<file path="config.mk">
export PLATFORM = sky130hd
export DESIGN_NAME = hlsi_top
export DESIGN_NICKNAME = d
export VERILOG_FILES = /design/src/hlsi_pkg.sv /design/src/hlsi_top.sv /design/src/hlsi_shifter.sv
export SDC_FILE = /design/constraint.sdc
export NUM_CORES = 1
export LEC_CHECK = 0
export BUFFER_PORTS_ARGS = -buffer_cell sky130_fd_sc_hd__buf_2
export CAP_MARGIN = 5
export CORE_ASPECT_RATIO = 1.1
export CORE_MARGIN = 2
export CORE_UTILIZATION = 49
export CTS_CLUSTER_DIAMETER = 30
export DETAILED_ROUTE_END_ITERATION = 16
export GPL_ROUTABILITY_DRIVEN = 0
export PLACE_DENSITY = 0.86
export SKIP_LAST_GASP = 1
export SLEW_MARGIN = 20
export SYNTH_ARGS = -nofsm -noshare
export SYNTH_HDL_FRONTEND = slang
export SYNTH_HIERARCHICAL = 1
export SYNTH_SLANG_ARGS = --single-unit
</file>
<file path="constraint.sdc">
create_clock -name sys_clk_in -period 1.9 [get_ports sys_clk_in]
set_input_delay 0.38 -clock sys_clk_in [delete_from_list [all_inputs] [get_ports sys_clk_in]]
set_output_delay 0.38 -clock sys_clk_in [all_outputs]
set_load 0.02 [all_outputs]
</file>
<file path="src/hlsi_pkg.sv">
// Package: constants for the host link shift interface
package hlsi_pkg;
	// Processor port address decode (upper nibble)
	localparam logic [7:0] HLSI_STAT_BASE_A = 8'ha0;
	localparam logic [7:0] HLSI_STAT_BASE_B = 8'hb0;
	localparam logic [7:0] HLSI_ADDR_HI_MASK = 8'hf0;
	// Data, transfer-request, control and pulse ports (our choice)
	localparam logic [7:0] HLSI_DATA_PORT = 8'h90;
	localparam logic [7:0] HLSI_TREQ_PORT = 8'h98;
	localparam logic [7:0] HLSI_CTRL_PORT = 8'hd0;
	localparam logic [7:0] HLSI_PULSE_PORT = 8'hd8;
	// Status bit positions
	localparam int HLSI_ST_BKWRDS = 0;
	localparam int HLSI_ST_IFERR = 1;
	localparam int HLSI_ST_ACOK = 2;
	localparam int HLSI_ST_DMA = 3;
	localparam int HLSI_ST_TWELVE = 4;
	localparam int HLSI_ST_INIT = 5;
	localparam int HLSI_ST_PERR = 6;
	localparam int HLSI_ST_RDY = 7;
	// Control latch bits
	localparam int HLSI_CT_DIR = 0;
	localparam int HLSI_CT_SEL8 = 1;
	localparam int HLSI_CT_ERRDRV = 2;
	localparam int HLSI_CT_TREQ = 7;
	// Pulse port bits
	localparam int HLSI_PU_EMU = 0;
	localparam int HLSI_PU_CLRSR = 1;
	localparam int HLSI_PU_PSET = 2;
	// Burst lengths and fill counter limits
	localparam logic [3:0] HLSI_BURST_4 = 4'h4;
	localparam logic [3:0] HLSI_BURST_8 = 4'h8;
	localparam logic [8:0] HLSI_FILL_128 = 9'h080;
	localparam logic [8:0] HLSI_FILL_256 = 9'h100;
	localparam logic [7:0] HLSI_ZERO8 = 8'h00;
	// Shift sequencer states
	typedef enum logic [2:0] {
		HLSI_IDLE = 3'h1,
		HLSI_WAIT = 3'h2,
		HLSI_SHIFT = 3'h4
	} hlsi_state_t;
endpackage

</file>
<file path="src/hlsi_top.sv">
// Top: host link interface with status port, flags and shift control
module hlsi_top (
	input wire logic sys_clk_in,
	input wire logic rst_in,
	input wire logic [7:0] io_addr_in,
	input wire logic [7:0] io_wdata_in,
	input wire logic io_rd_in,
	input wire logic io_wr_in,
	output logic [7:0] io_rdata_out,
	input wire logic host_serial_data_in,
	output logic host_serial_data_out,
	output logic host_serial_data_oe_out,
	input wire logic host_error_line_in,
	output logic host_error_line_out,
	output logic host_error_line_oe_out,
	input wire logic dma_mode_line_in,
	input wire logic twelve_bit_mode_line_in,
	input wire logic host_side_ready_in,
	input wire logic host_init_in,
	input wire logic cable_backwards_in,
	input wire logic ac_ok_in,
	input wire logic rwc_error_in,
	input wire logic fill_256_in,
	output logic direction_toward_host_out,
	output logic transfer_request_flag_out,
	output logic mid_irq_out,
	output logic fill_irq_out
);
	import hlsi_pkg::*;

	logic [7:0] ctrl;
	logic treq_ff;
	logic init_held;
	logic perr_held;
	logic host_err_drive;
	logic treq_q;
	logic [8:0] fill_count;
	logic [7:0] status;
	logic [7:0] shift_data;
	logic shift_busy;
	logic shift_done;
	logic parity_bad;
	logic shift_start;
	logic emulator_reset_pulse;
	logic shift_register_clear_pulse;
	logic parity_force;
	logic transfer_request_flag;
	logic stat_hit;
	logic treq_hit;
	hlsi_state_t state;

	// Upper-nibble decode, used for both status ranges
	function automatic logic nib_hit(input logic [7:0] a,
			input logic [7:0] base);
		nib_hit = (a & HLSI_ADDR_HI_MASK) == base;
	endfunction

	// ----------------------------------------------------------------
	// Address decode and pulser
	// ----------------------------------------------------------------
	assign stat_hit = nib_hit(io_addr_in, HLSI_STAT_BASE_A) ||
		nib_hit(io_addr_in, HLSI_STAT_BASE_B);
	assign treq_hit = io_addr_in == HLSI_TREQ_PORT;
	assign emulator_reset_pulse = io_wr_in &&
		io_addr_in == HLSI_PULSE_PORT && io_wdata_in[HLSI_PU_EMU];
	assign shift_register_clear_pulse = io_wr_in &&
		io_addr_in == HLSI_PULSE_PORT && io_wdata_in[HLSI_PU_CLRSR];
	assign parity_force = io_wr_in &&
		io_addr_in == HLSI_PULSE_PORT && io_wdata_in[HLSI_PU_PSET];

	// Control latch: direction, burst length, request bit and error drive
	always_ff @(posedge sys_clk_in or posedge rst_in) begin
		if (rst_in) begin
			ctrl <= HLSI_ZERO8;
		end else if (io_wr_in && io_addr_in == HLSI_CTRL_PORT) begin
			ctrl <= io_wdata_in;
		end
	end
	assign host_err_drive = ctrl[HLSI_CT_ERRDRV];

	// Request flip-flop; a new request wins over a same-cycle clear
	always_ff @(posedge sys_clk_in or posedge rst_in) begin
		if (rst_in) begin
			treq_ff <= 1'b0;
		end else if (treq_hit && (io_wr_in || io_rd_in)) begin
			treq_ff <= 1'b1;
		end else if (emulator_reset_pulse || shift_register_clear_pulse ||
				host_side_ready_in) begin
			treq_ff <= 1'b0;
		end
	end
	assign transfer_request_flag = treq_ff || ctrl[HLSI_CT_TREQ];

	// Held initialize flag; the host pulse wins over a clear
	always_ff @(posedge sys_clk_in or posedge rst_in) begin
		if (rst_in) begin
			init_held <= 1'b0;
		end else if (host_init_in) begin
			init_held <= 1'b1;
		end else if (emulator_reset_pulse) begin
			init_held <= 1'b0;
		end
	end

	// Parity error stays until the emulator reset; pulser can force it
	always_ff @(posedge sys_clk_in or posedge rst_in) begin
		if (rst_in) begin
			perr_held <= 1'b0;
		end else if (parity_bad || parity_force) begin
			perr_held <= 1'b1;
		end else if (emulator_reset_pulse) begin
			perr_held <= 1'b0;
		end
	end

	// ----------------------------------------------------------------
	// Shift sequencer: waits for the flag to fall, then bursts
	// ----------------------------------------------------------------
	always_ff @(posedge sys_clk_in or posedge rst_in) begin
		if (rst_in) begin
			state <= HLSI_IDLE;
		end else if (emulator_reset_pulse) begin
			state <= HLSI_IDLE;
		end else begin
			case (state)
				HLSI_IDLE: begin
					if (transfer_request_flag) begin
						state <= HLSI_WAIT;
					end
				end
				HLSI_WAIT: begin
					if (!transfer_request_flag) begin
						state <= HLSI_SHIFT;
					end
				end
				HLSI_SHIFT: begin
					if (shift_done) begin
						state <= HLSI_IDLE;
					end
				end
				default: begin
					state <= HLSI_IDLE;
				end
			endcase
		end
	end
	// Start only on entry, so one burst per request
	assign shift_start = state == HLSI_SHIFT && !shift_busy && !shift_done;

	hlsi_shifter u_shift (
		.sys_clk_in(sys_clk_in),
		.rst_in(rst_in),
		.clear_in(emulator_reset_pulse),
		.start_in(shift_start),
		.sel8_in(ctrl[HLSI_CT_SEL8]),
		.toward_host_in(!ctrl[HLSI_CT_DIR]),
		.load_in(io_wr_in && treq_hit),
		.load_data_in(io_wdata_in),
		.serial_in(host_serial_data_in),
		.serial_out(host_serial_data_out),
		.data_out(shift_data),
		.busy_out(shift_busy),
		.done_out(shift_done),
		.parity_bad_out(parity_bad)
	);

	// Fill/empty counter counts rising edges of the request flag
	always_ff @(posedge sys_clk_in or posedge rst_in) begin
		if (rst_in) begin
			treq_q <= 1'b0;
			fill_count <= 9'h000;
			fill_irq_out <= 1'b0;
		end else begin
			treq_q <= transfer_request_flag;
			fill_irq_out <= 1'b0;
			if (transfer_request_flag && !treq_q) begin
				if (fill_count + 9'h001 ==
						(fill_256_in ? HLSI_FILL_256 : HLSI_FILL_128)) begin
					fill_count <= 9'h000;
					fill_irq_out <= 1'b1;
				end else begin
					fill_count <= fill_count + 9'h001;
				end
			end
		end
	end

	// ----------------------------------------------------------------
	// Status word and read data
	// ----------------------------------------------------------------
	always_comb begin
		status = HLSI_ZERO8;
		status[HLSI_ST_BKWRDS] = cable_backwards_in;
		status[HLSI_ST_IFERR] = host_error_line_in;
		status[HLSI_ST_ACOK] = ac_ok_in;
		status[HLSI_ST_DMA] = dma_mode_line_in;
		status[HLSI_ST_TWELVE] = twelve_bit_mode_line_in;
		status[HLSI_ST_INIT] = init_held;
		status[HLSI_ST_PERR] = perr_held;
		status[HLSI_ST_RDY] = host_side_ready_in;
	end

	// Read data registered one cycle after the read strobe
	always_ff @(posedge sys_clk_in or posedge rst_in) begin
		if (rst_in) begin
			io_rdata_out <= HLSI_ZERO8;
		end else if (io_rd_in && stat_hit) begin
			io_rdata_out <= status;
		end else if (io_rd_in && (treq_hit ||
				io_addr_in == HLSI_DATA_PORT)) begin
			io_rdata_out <= shift_data;
		end else begin
			io_rdata_out <= HLSI_ZERO8;
		end
	end

	// Mid-priority interrupt from any of the three error sources
	always_ff @(posedge sys_clk_in or posedge rst_in) begin
		if (rst_in) begin
			mid_irq_out <= 1'b0;
		end else begin
			mid_irq_out <= perr_held || init_held || rwc_error_in;
		end
	end

	// Pin drives: data drives only while sending toward the host
	assign host_serial_data_oe_out = !ctrl[HLSI_CT_DIR] && shift_busy;
	assign host_error_line_out = 1'b1;
	assign host_error_line_oe_out = host_err_drive;
	assign direction_toward_host_out = ctrl[HLSI_CT_DIR];
	assign transfer_request_flag_out = transfer_request_flag;
endmodule

</file>
<file path="src/hlsi_shifter.sv">
// Shift-pulse generator with bidirectional shift register and parity
module hlsi_shifter (
	input wire logic sys_clk_in,
	input wire logic rst_in,
	input wire logic clear_in,
	input wire logic start_in,
	input wire logic sel8_in,
	input wire logic toward_host_in,
	input wire logic load_in,
	input wire logic [7:0] load_data_in,
	input wire logic serial_in,
	output logic serial_out,
	output logic [7:0] data_out,
	output logic busy_out,
	output logic done_out,
	output logic parity_bad_out
);
	import hlsi_pkg::*;

	logic [3:0] count;
	logic [3:0] next_count;
	logic parity;

	// Preload picks four or eight pulses per burst
	always_comb begin
		next_count = sel8_in ? HLSI_BURST_8 : HLSI_BURST_4;
	end

	// ----------------------------------------------------------------
	// Pulse counter
	// ----------------------------------------------------------------
	always_ff @(posedge sys_clk_in or posedge rst_in) begin
		if (rst_in) begin
			count <= 4'h0;
		end else if (clear_in) begin
			count <= 4'h0;
		end else if (start_in && count == 4'h0) begin
			count <= next_count;
		end else if (count != 4'h0) begin
			count <= count - 4'h1;
		end
	end

	// Register shifts one bit per pulse; direction follows the latch
	always_ff @(posedge sys_clk_in or posedge rst_in) begin
		if (rst_in) begin
			data_out <= 8'h00;
		end else if (clear_in) begin
			data_out <= 8'h00;
		end else if (load_in) begin
			data_out <= load_data_in;
		end else if (count != 4'h0) begin
			if (toward_host_in) begin
				data_out <= {data_out[6:0], 1'b0};
			end else begin
				data_out <= {serial_in, data_out[7:1]};
			end
		end
	end

	// Running parity of every bit taken in from the host
	always_ff @(posedge sys_clk_in or posedge rst_in) begin
		if (rst_in) begin
			parity <= 1'b0;
		end else if (clear_in || (start_in && count == 4'h0)) begin
			parity <= 1'b0;
		end else if (count != 4'h0 && !toward_host_in) begin
			parity <= parity ^ serial_in;
		end
	end

	// Outgoing bit is the register MSB; odd parity expected on receive
	assign serial_out = data_out[7];
	assign busy_out = (count != 4'h0);
	assign done_out = (count == 4'h1);
	assign parity_bad_out = done_out && !toward_host_in &&
		!(parity ^ serial_in);
endmodule

</file>
==> results by group, run 1 <==
Clock network
  – Worst-case clock buffer depth: 2
  – Root buf cell: clkbuf_8
  – Worst-Skew Late Latency: roughly 0.31 ns
  – Total clock sinks: 43
  – Htree depth: 2
  – Worst-path clk slew: 0.08 ns
  – CTS buffer count: 5
  – CTS tree: done

Layout
  – Fin area: 2910 µm²
  – ANT cells: 0
  – Share of layout cells above drive strength 1: 0.364
  – Filler Cell Count: 362
  – Post-layout util: 0.638
  – Fin nets: 329
  – Layout area overhead: 27.2%

Synth
  – Yosys warnings: 6
  – Commonest cells in the synthesized netlist: dfrtp_1 (42), nor2_1 (25), nand2_1 (16)
  – Average instance area after synthesis: 9.98 µm²
  – Area contributors post-synth: dfrtp_1 (46%), nor2_1 (4.1%), a22o_1 (3.1%)
  – Netlist cell types: 53
  – Syn Inst Count: 229
  – Synth top area share: 0.460
  – Post-Syn Nets: 262
  – Count leader, synth: dfrtp_1
  – Post-synth top area cell: dfrtp_1
  – Ys async rst share: 1.00
  – Sequential area share after synthesis: 0.472
  – Post-synth EDFFs: 0
  – Cell Area, Synth: about 2300 µm²
  – Yosys reg bits: 43
  – Ys flop type: dfrtp_1

Global route
  – Total track usage: 0.227
  – Initial antenna violation count: 0
  – Maximum number of pins on one net before global-route repair: 31
  – Vias in the first global route: 2,062
  – First-pass GRT wire length: 9290 µm
  – Grt ovf: 0

STA
  – Final worst path period share: 0.982
  – Worst-margin pin slew: 0.638 ns
  – Crit path time final: between 1.5 and 2 ns
  – Final WS setup: approximately 0.034 ns
  – Hold Fails Final Rpt: 0
  – Worst Skew: ~0.0073 ns
  – Setup Viol. Count Final: 0
  – Fmax: between 500 and 600 MHz
  – Slew Limit Fails: 0
  – Rel. slew slack: 0.574
  – Unrepaired setup endpoints after global routing: yes

Die
  – Starting Density: 0.502
  – Die width: 69.1 µm
  – Die area: about 5200 µm²
  – Die span in y: ~76 µm
  – Core area: around 4600 µm²
  – FP Rows: 26
  – IO Pins: 46

Job
  – Max-Cap Viols: 0

Worst setup path
  – Worst path arrival time: 1.49 ns
  – Worst Path Max Fanout: 4
  – Setup Crit Path Kind: reg -> out
  – Element type at the critical path start: flop
  – Worst Setup End Kind: primary output
  – Req. time, crit path: 1.52 ns
  – Reg2Reg Setup Slack: approximately 0.04 ns

Detailed routing
  – Residual DRC: 0
  – DRT Pass-1 Iters: 4
  – Antenna-violating nets left: 0
  – WL per Instance: 16.5 µm
  – Drt total wl: ~5800 µm
  – DR iter-0 viols: 168
  – Via count: between 2,000 and 2,500
  – Via/cell ratio: 5.80

Placed design
  – Pre-CTS setup slack: -0.0544 ns
  – DP HPWL: 4080 µm
  – I/O Buffers: 44
  – Placed cell area: 2680 µm²

Hold path
  – Worst hold path type: in -> async

Power
  – Leak Pwr: 1.33 nW
  – Pwr Density: 1040 nW/µm²
  – Maximum vdd ir drop: roughly 0.76 mV

Outcome
  – Outcome: complete, no violations
## flip-flops by register name (all words and copies together) (netlist names)
name,flops
mid_irq_out,1
u_shift/data_out,8
state,3
treq_q,1
u_shift/parity,1
fill_count,9
init_held,1
u_shift/count,4
io_rdata_out,8
treq_ff,1
ctrl,4
fill_irq_out,1
perr_held,1
## worst max-delay path, cell delays in order, from the launching register on
cell     delay, ns
dfrtp_1       0.39
inv_2         0.10
ha_4          0.16
nor3b_4       0.21
inv_2         0.07
nor2b_4       0.13
buf_6         0.13
## cells by family (layout without fill, tap and decap cells)
logic type | count (synthesis) | in the layout | synth area share
AOI/OAI and AO/OA | 50 | 50 | 0.172
xor gates and xnor gates | 8 | 8 | 0.0307
adders and majority gates | 3 | 3 | 0.0164
buffers and inverters | 22 | 90 | 0.0411
DFF | 43 | 43 | 0.472
muxes | 4 | 4 | 0.0197
other | 1 | 1 | 0.00164
and+or+nand+nor | 98 | 98 | 0.247
## per-layer routing
layer | up-vias | share of wire | global-route usage
met5 | - | 0 | 0
met2 | 80 | 0.53 | 0.426
met1 | 995 | 0.39 | 0.260
met4 | 0 | 0.019 | 0.0763
met3 | 10 | 0.059 | 0.0529
li1 | 961 | - | -
## final timing paths
path                                  start                       to  depth (start not counted)
max                        u_shift/count[1]  host_serial_data_oe_out                          6
min in group sys_clk_in        host_init_in                init_held                          2
max in group asynchronous            rst_in      u_shift/data_out[7]                          2
max reg2reg                u_shift/count[0]         u_shift/count[2]                          8
min reg2reg                         ctrl[2]                  ctrl[2]                          1
min                                  rst_in         u_shift/count[2]                          2
## timing repair
| item | CTS | global route |
|---|---|---|
| endpoints found under the setup margin | 1 | 8 |
| pin swaps | 0 | 3 |
| hold buffers | 0 | 0 |
| buffers inserted | 4 | 4 |
| gates resized for setup | 4 | 16 |
| gates cloned | 0 | 0 |
## placed cells by master, fill, tap and decap left out, types with 3 or more instances in the layout
cell type | netlist | routed
buf_2 | 2 | 43
dfrtp_1 | 42 | 40
buf_4 | 2 | 26
nor2_1 | 25 | 25
nand2_1 | 16 | 15
inv_1 | 11 | 9
a211oi_1 | 9 | 9
a22o_1 | 8 | 8
nor2b_1 | 10 | 7
nand3_1 | 6 | 6
o41ai_1 | 6 | 6
o21ai_0 | 5 | 5
xnor2_1 | 5 | 5
nand2b_1 | 6 | 5
or3_1 | 5 | 5
a21oi_1 | 5 | 5
clkbuf_8 | 0 | 5
nor3_1 | 4 | 4
mux2_2 | 4 | 4
nand4_1 | 3 | 3
and3_1 | 3 | 3
nor4_4 | 1 | 3
a31oi_1 | 3 | 3
xor2_1 | 3 | 3
inv_2 | 1 | 3
nand3b_1 | 3 | 3
## report_power, final
| group | switching [mW] | internal, mW | total, mW |
|---|---|---|---|
| Sequential | 0.216 | 1.10 | 1.31 |
| Clock | 0.344 | 0.263 | 0.606 |
| Combinational | 0.526 | 0.573 | 1.10 |
| Total | 1.09 | 1.93 | 3.02 |
## per-stage QoR
step / instances / setup TNS [ns] / hold WS [ns] / power (mW)
3_5_place_dp: 337 / -0.148 / 0.444 / 2.18
4_1_cts: 349 / 0 / 0.111 / 2.87
5_1_grt: 353 / -0.209 / 0.136 / 3.20
3_3_place_gp: 337 / 0 / 0.441 / 2.14
6_report: 353 / 0 / 0.114 / 3.02
2_1_floorplan: 229 / -0.0441 / 0.257 / 1.91
## area by class of cell
class	count	area (µm²)	area share
multi-input combinational	164	1190	0.411
sequential	43	1080	0.372
timing repair buffer	70	422	0.145
tap	56	70.1	0.0241
clock buffer	5	68.8	0.0237
inverter	12	45.0	0.0155
clock inverter	3	25.0	0.00861
Note: power is estimated with default switching activity, not from simulation.
==> run 2: changes to the inputs <==
Settings changed: CELL_PAD_IN_SITES_DETAIL_PLACEMENT set to 0, CELL_PAD_IN_SITES_GLOBAL_PLACEMENT set to 2, CORE_UTILIZATION 49 to 30, PLACE_DENSITY 0.86 to 0.87, SYNTH_HIERARCHICAL 1 to unset.
==> run 2 against run 1 <==
  * The run now ends with negative setup slack left
  * Power shrank 11%
  * Sequential share of layout area is essentially flat
  * Sequential cell count is the same
  * Register-to-register slack lost 0.05 ns
  * Synthesized cell count grew 3.1%
  * Clock-buffer cell count is the same
  * First-iteration DRC count shrank 61%
  * Largest power group unchanged
  * Critical path type is now reg -> reg
  * Critical path depth grew 1
  * Final cell count grew 9.1%
==> results by group, run 2 <==
Outcome
  – Outcome: finished, violations left
  – Failing checks: negative setup slack

STA
  – Setup TNS: -0.00541 ns
  – Unrepaired setup endpoints after global routing: yes
  – Worst Skew: 0.00629 ns
  – Crit path time final: 1.91 ns
  – Final worst path period share: 1.00
  – Setup Viol. Count Final: 1
  – Final Hold Slack: 0.0702 ns
  – Worst-margin pin slew: 0.620 ns
  – Fmax: 525 MHz
  – Hold Fails Final Rpt: 0
  – Rel. slew slack: 0.584
  – Slew Limit Fails: 0
  – Final WS setup: -0.00541 ns

Placed design
  – DP HPWL: 3940 µm
  – Placed cell area: 2670 µm²
  – Pre-CTS setup slack: -0.0117 ns
  – DP Cell Count: around 370
  – I/O Buffers: 44

Layout
  – Layout area overhead: 31.1%
  – Largest registers: fill_count: 9 flops, io_rdata_out: 8 flops, u_shift.data_out: 8 flops
  – Share of layout cells above drive strength 1: 0.340
  – Fin area: 2910 µm²
  – Post-layout util: 0.410
  – Post-Layout Cell Count: 385
  – Area occupied by multi-input gates: ~1200 µm²
  – Number of flip-flops in the largest register: 9
  – Most common cell after layout, fill and taps aside: buf_2
  – Fin nets: 333
  – ANT cells: 0
  – Largest reg by FF count: fill_count
  – Filler Cell Count: 719
  – FF/Latch Area: 1080 µm²
  – Most frequent cells in the layout: buf_2 (43), dfrtp_1 (39), nor2_1 (37)

Global route
  – Maximum number of pins on one net before global-route repair: 30
  – Total track usage: 0.137
  – Initial antenna violation count: 0
  – First-pass GRT wire length: a little under 9000 µm
  – Grt ovf: 0
  – Vias in the first global route: 1,897

Clock network
  – Total clock sinks: 43
  – CTS tree: done
  – Worst-case clock buffer depth: 2
  – Cts hold-fix bufs: 0
  – Root buf cell: clkbuf_8
  – Worst-path clk slew: 0.09 ns
  – Worst-Skew Late Latency: 0.30 ns
  – Htree depth: 2
  – CTS buffer count: 5

Die
  – Die width: 85.9 µm
  – IO Pins: 46
  – Die span in y: between 90 and 100 µm
  – FP Rows: 32
  – Starting Density: 0.313
  – Die area: 8090 µm²
  – Core area: 7090 µm²

Worst setup path
  – Worst Path Max Fanout: 5
  – Req. time, crit path: 2.08 ns
  – Worst path arrival time: 2.09 ns
  – Setup Crit Path Kind: reg -> reg
  – Worst Setup End Kind: flop
  – Element type at the critical path start: flop

Synth
  – Count leader, synth: dfrtp_1
  – Ys async rst share: 1.00
  – Synth top area share: 0.474
  – Post-synth EDFFs: 0
  – Yosys reg bits: 43
  – Post-Syn Nets: 270
  – Cell Area, Synth: 2220 µm²
  – Netlist cell types: 47
  – Post-synth top area cell: dfrtp_1
  – Area contributors post-synth: dfrtp_1 (47%), nor2_1 (6.4%), a21oi_1 (4.7%)
  – Syn Inst Count: 236
  – Average instance area after synthesis: ~9.4 µm²
  – Ys flop type: dfrtp_1
  – Yosys warnings: 0
  – Sequential area share after synthesis: 0.486
  – Commonest cells in the synthesized netlist: dfrtp_1 (42), nor2_1 (38), a21oi_1 (21)

Power
  – Overall Power: ~2.7 mW
  – Pwr Density: 923 nW/µm²
  – Maximum vdd ir drop: around 0.46 mV
  – Leak Pwr: 1.36 nW

Detailed routing
  – DR iter-0 viols: 66
  – Via/cell ratio: 5.08
  – Drt total wl: between 5000 and 6000 µm
  – WL per Instance: 13.9 µm
  – Residual DRC: 0
  – DRT Pass-1 Iters: 4
  – Antenna-violating nets left: 0
  – Via count: roughly 2,000

Job
  – Max-Cap Viols: 0

Hold path
  – Worst hold path type: in -> async
-- run 2: repair_timing --
| item | in CTS | in global routing |
|---|---|---|
| buffers inserted | 6 | 2 |
| resized for setup | 4 | 16 |
| endpoints found under the setup margin | 3 | 5 |
| pin swaps | 0 | 9 |
-- run 2: final timing paths --
path,start,end,slack (ns),cells after the start
max,fill_count[1],fill_count[7],-0.005,7
min,rst_in,fill_count[6],0.07,2
max reg2reg,fill_count[1],fill_count[7],-0.005,7
min reg2reg,init_held,mid_irq_out,0.51,1
max in group asynchronous,rst_in,state[0],1.25,3
min in group sys_clk_in,host_init_in,init_held,0.26,2
-- run 2: logic make-up after synthesis --
| kind of cell | after synthesis | share of synthesized area |
|---|---|---|
| buf+inv | 21 | 0.0378 |
| other cells | 1 | 0.00169 |
| mux | 10 | 0.0474 |
| compound gates | 51 | 0.152 |
| fa+ha+maj | 4 | 0.0226 |
| simple gates | 96 | 0.213 |
| xor+xnor | 10 | 0.0395 |
| flops | 43 | 0.486 |
-- run 2: area by class of cell --
class | instances | area share
Inverter | 10 | 0.0129
Sequential cell | 43 | 0.372
Clock buffer | 5 | 0.0237
Multi-Input combinational cell | 172 | 0.396
Timing Repair Buffer | 67 | 0.150
Clock inverter | 3 | 0.00818
Tap cell | 85 | 0.0366
-- run 2: power by group --
part / internal (mW) / switching (mW) / leakage, nW
clock: 0.263 / 0.334 / 0.0408
combinational: 0.472 / 0.416 / 0.757
sequential: 1.04 / 0.156 / 0.565
-- run 2: worst max-delay path, cell delays in order (launching register included) --
cell and delay [ns]:
dfrtp_2 0.43, ha_4 0.15, nand3_2 0.08, or4b_4 0.50, a31oi_4 0.20, o221ai_4 0.17
a21oi_2 0.17, o22ai_1 0.08
-- run 2: per-layer routing --
layer | track usage | vias to the layer above | wire length [µm]
li1 | - | 959 | -
met1 | 0.174 | 937 | 2430
met2 | 0.227 | 52 | 2570
met3 | 0.0316 | 9 | 285
met4 | 0.0450 | 0 | 78
met5 | 0 | - | 0
==> run 3: changes to the inputs <==
Settings changed: CORE_UTILIZATION 30 to 34, CTS_BUF_LIST set to sky130_fd_sc_hd__clkbuf_2, PLACE_DENSITY 0.87 to 0.92.
Clock period 1.9 ns to 1.95 ns, I/O delays scaled along.
==> run 3 against run 2 <==
  * Largest power group unchanged
  * Highest routed layer unchanged
  * Largest cell class unchanged
  * Via count fell by 0.97%
  * Sequential power fell by 4%
  * The flow now finishes without violations
  * Routed wire length rose by 2.2%
  * First-iteration DRC count rose by 4.5%
  * Register-to-register slack barely moved
  * Die area fell by 11%
  * Clock-buffer cell count rose by 1
  * Power fell by 2.2%
  * Sequential share of layout area rose by 0.48 points
==> results by group, run 3 (synthesis results as in run 2) <==
Clock network
  – CTS tree: done
  – Root buf cell: clkbuf_2
  – Worst-Skew Late Latency: about 0.39 ns
  – Htree depth: 2
  – Worst-case clock buffer depth: 2
  – Worst-path clk slew: 0.21 ns
  – Total clock sinks: 43
  – CTS buffer count: 5

Die
  – Die width: 81.0 µm
  – Die area: 7180 µm²
  – Starting Density: 0.356
  – Die span in y: 88.7 µm
  – FP Rows: 30
  – IO Pins: 46
  – Core area: 6230 µm²

Global route
  – First-pass GRT wire length: roughly 8900 µm
  – Initial antenna violation count: 0
  – Grt ovf: 0
  – Total track usage: 0.162
  – Maximum number of pins on one net before global-route repair: 44
  – Vias in the first global route: between 1,500 and 2,000

Placed design
  – DP Cell Count: 365
  – Placed cell area: 2610 µm²
  – Pre-CTS setup slack: -0.0597 ns
  – DP HPWL: about 4000 µm
  – I/O Buffers: 44

STA
  – Hold Fails Final Rpt: 0
  – Fmax: 513 MHz
  – Crit path time final: 1.95 ns
  – Setup TNS: 0 ns
  – Worst Skew: 0.0163 ns
  – Slew Limit Fails: 0
  – Setup Viol. Count Final: 0
  – Final worst path period share: 0.999
  – Rel. slew slack: 0.634
  – Unrepaired setup endpoints after global routing: yes
  – Worst-margin pin slew: 0.549 ns
  – Final Hold Slack: 0.0804 ns
  – Final WS setup: 0.00257 ns

Outcome
  – Outcome: complete, no violations

Layout
  – Layout area overhead: 29.1%
  – Post-Layout Cell Count: 380
  – Post-layout util: 0.459
  – Most common cell after layout, fill and taps aside: buf_2
  – Filler Cell Count: between 600 and 700
  – Most frequent cells in the layout: buf_2 (43), dfrtp_1 (41), nor2_1 (38)
  – Fin area: 2860 µm²
  – Number of flip-flops in the largest register: 9
  – Share of layout cells above drive strength 1: 0.330
  – Fin nets: about 330
  – ANT cells: 0
  – Largest reg by FF count: fill_count
  – Largest registers: fill_count: 9 flops, io_rdata_out: 8 flops, u_shift.data_out: 8 flops

Worst setup path
  – Worst Setup End Kind: flop
  – Cell family with most CP delay: simple AND/OR/NAND/NOR gates
  – Element type at the critical path start: flop
  – Cells along the critical path: ha_4 -> nand3_2 -> or4b_4 -> a31oi_4 -> o221ai_4 -> a21oi_2 -> o22ai_1
  – Worst path arrival time: 2.26 ns
  – Worst Path Max Fanout: 5
  – Setup Crit Path Kind: reg -> reg
  – Req. time, crit path: between 2 and 2.5 ns
  – CP max stage cell: or4b_4
  – CP bufs+invs: 0
  – Crit path largest cell delay: 0.54 ns

Detailed routing
  – Via count: 1,938
  – DRT Pass-1 Iters: 4
  – WL per Instance: 14.4 µm
  – Antenna-violating nets left: 0
  – DR iter-0 viols: roughly 70
  – Drt total wl: between 5000 and 6000 µm
  – Via/cell ratio: 5.10
  – Residual DRC: 0

Power
  – Pwr Density: 917 nW/µm²
  – Maximum vdd ir drop: 0.566 mV
  – Leak Pwr: ~1.4 nW
  – Overall Power: between 2 and 3 mW

Hold path
  – Worst hold path type: in -> async

Job
  – Max-Cap Viols: 0
[run 3: changes by cell type in the layout (fill, tap and decap cells not counted), sizes merged]
| cell | before | now |
|---|---|---|
| inv | 10 | 9 |
| bufinv | 0 | 2 |
| clkbuf | 5 | 6 |
| clkinvlp | 2 | 0 |
[run 3: final cells by class]
cell class	instances	area, µm²	share of cell area
repair buffers	67	407	0.142
well taps	80	100	0.0350
flip-flops and latches	43	1080	0.377
multi-input cells	172	1150	0.401
clock inverters	2	60.1	0.0210
clock buffers	6	30.0	0.0105
inverters	10	37.5	0.0131
[run 3: worst register-to-register path, delay by kind of cell (launching register included)]
| kind | cells | cell delay [ns] |
|---|---|---|
| compound gates | 4 | 0.62 |
| simple gates | 2 | 0.62 |
| fa+ha+maj | 1 | 0.17 |
| flops | 1 | 0.46 |
[run 3: final timing paths]
check | startpoint | endpoint | slack, ns | depth (start not counted)
setup / recovery | fill_count[1] | fill_count[7] | 0.003 | 7
hold / removal | rst_in | fill_count[5] | 0.08 | 3
setup reg to reg | fill_count[1] | fill_count[7] | 0.003 | 7
hold reg to reg | init_held | init_held | 0.54 | 1
max in group asynchronous | rst_in | fill_count[0] | 1.47 | 3
min in group sys_clk_in | host_init_in | init_held | 0.15 | 2
[run 3: what timing repair did]
action                     4_1_cts  5_1_grt
setup buffers                    5        2
gates resized for setup          1       21
setup endpoints to repair        5        7
hold buffers                     0        0
pin swaps                        3        8
[run 3: per-layer routing]
metal  vias to the layer above  wire (µm)  global-route usage
met1                       933       2530               0.218
li1                        961          -                   -
met5                         -          0                   0
met2                        36       2690               0.267
met4                         0         89              0.0462
met3                         8        164              0.0316
[run 3: report_power, final]
part	internal, mW	switching (mW)
Sequential	1.01	0.137
Combinational	0.427	0.415
Clock	0.351	0.282
Total	1.79	0.835
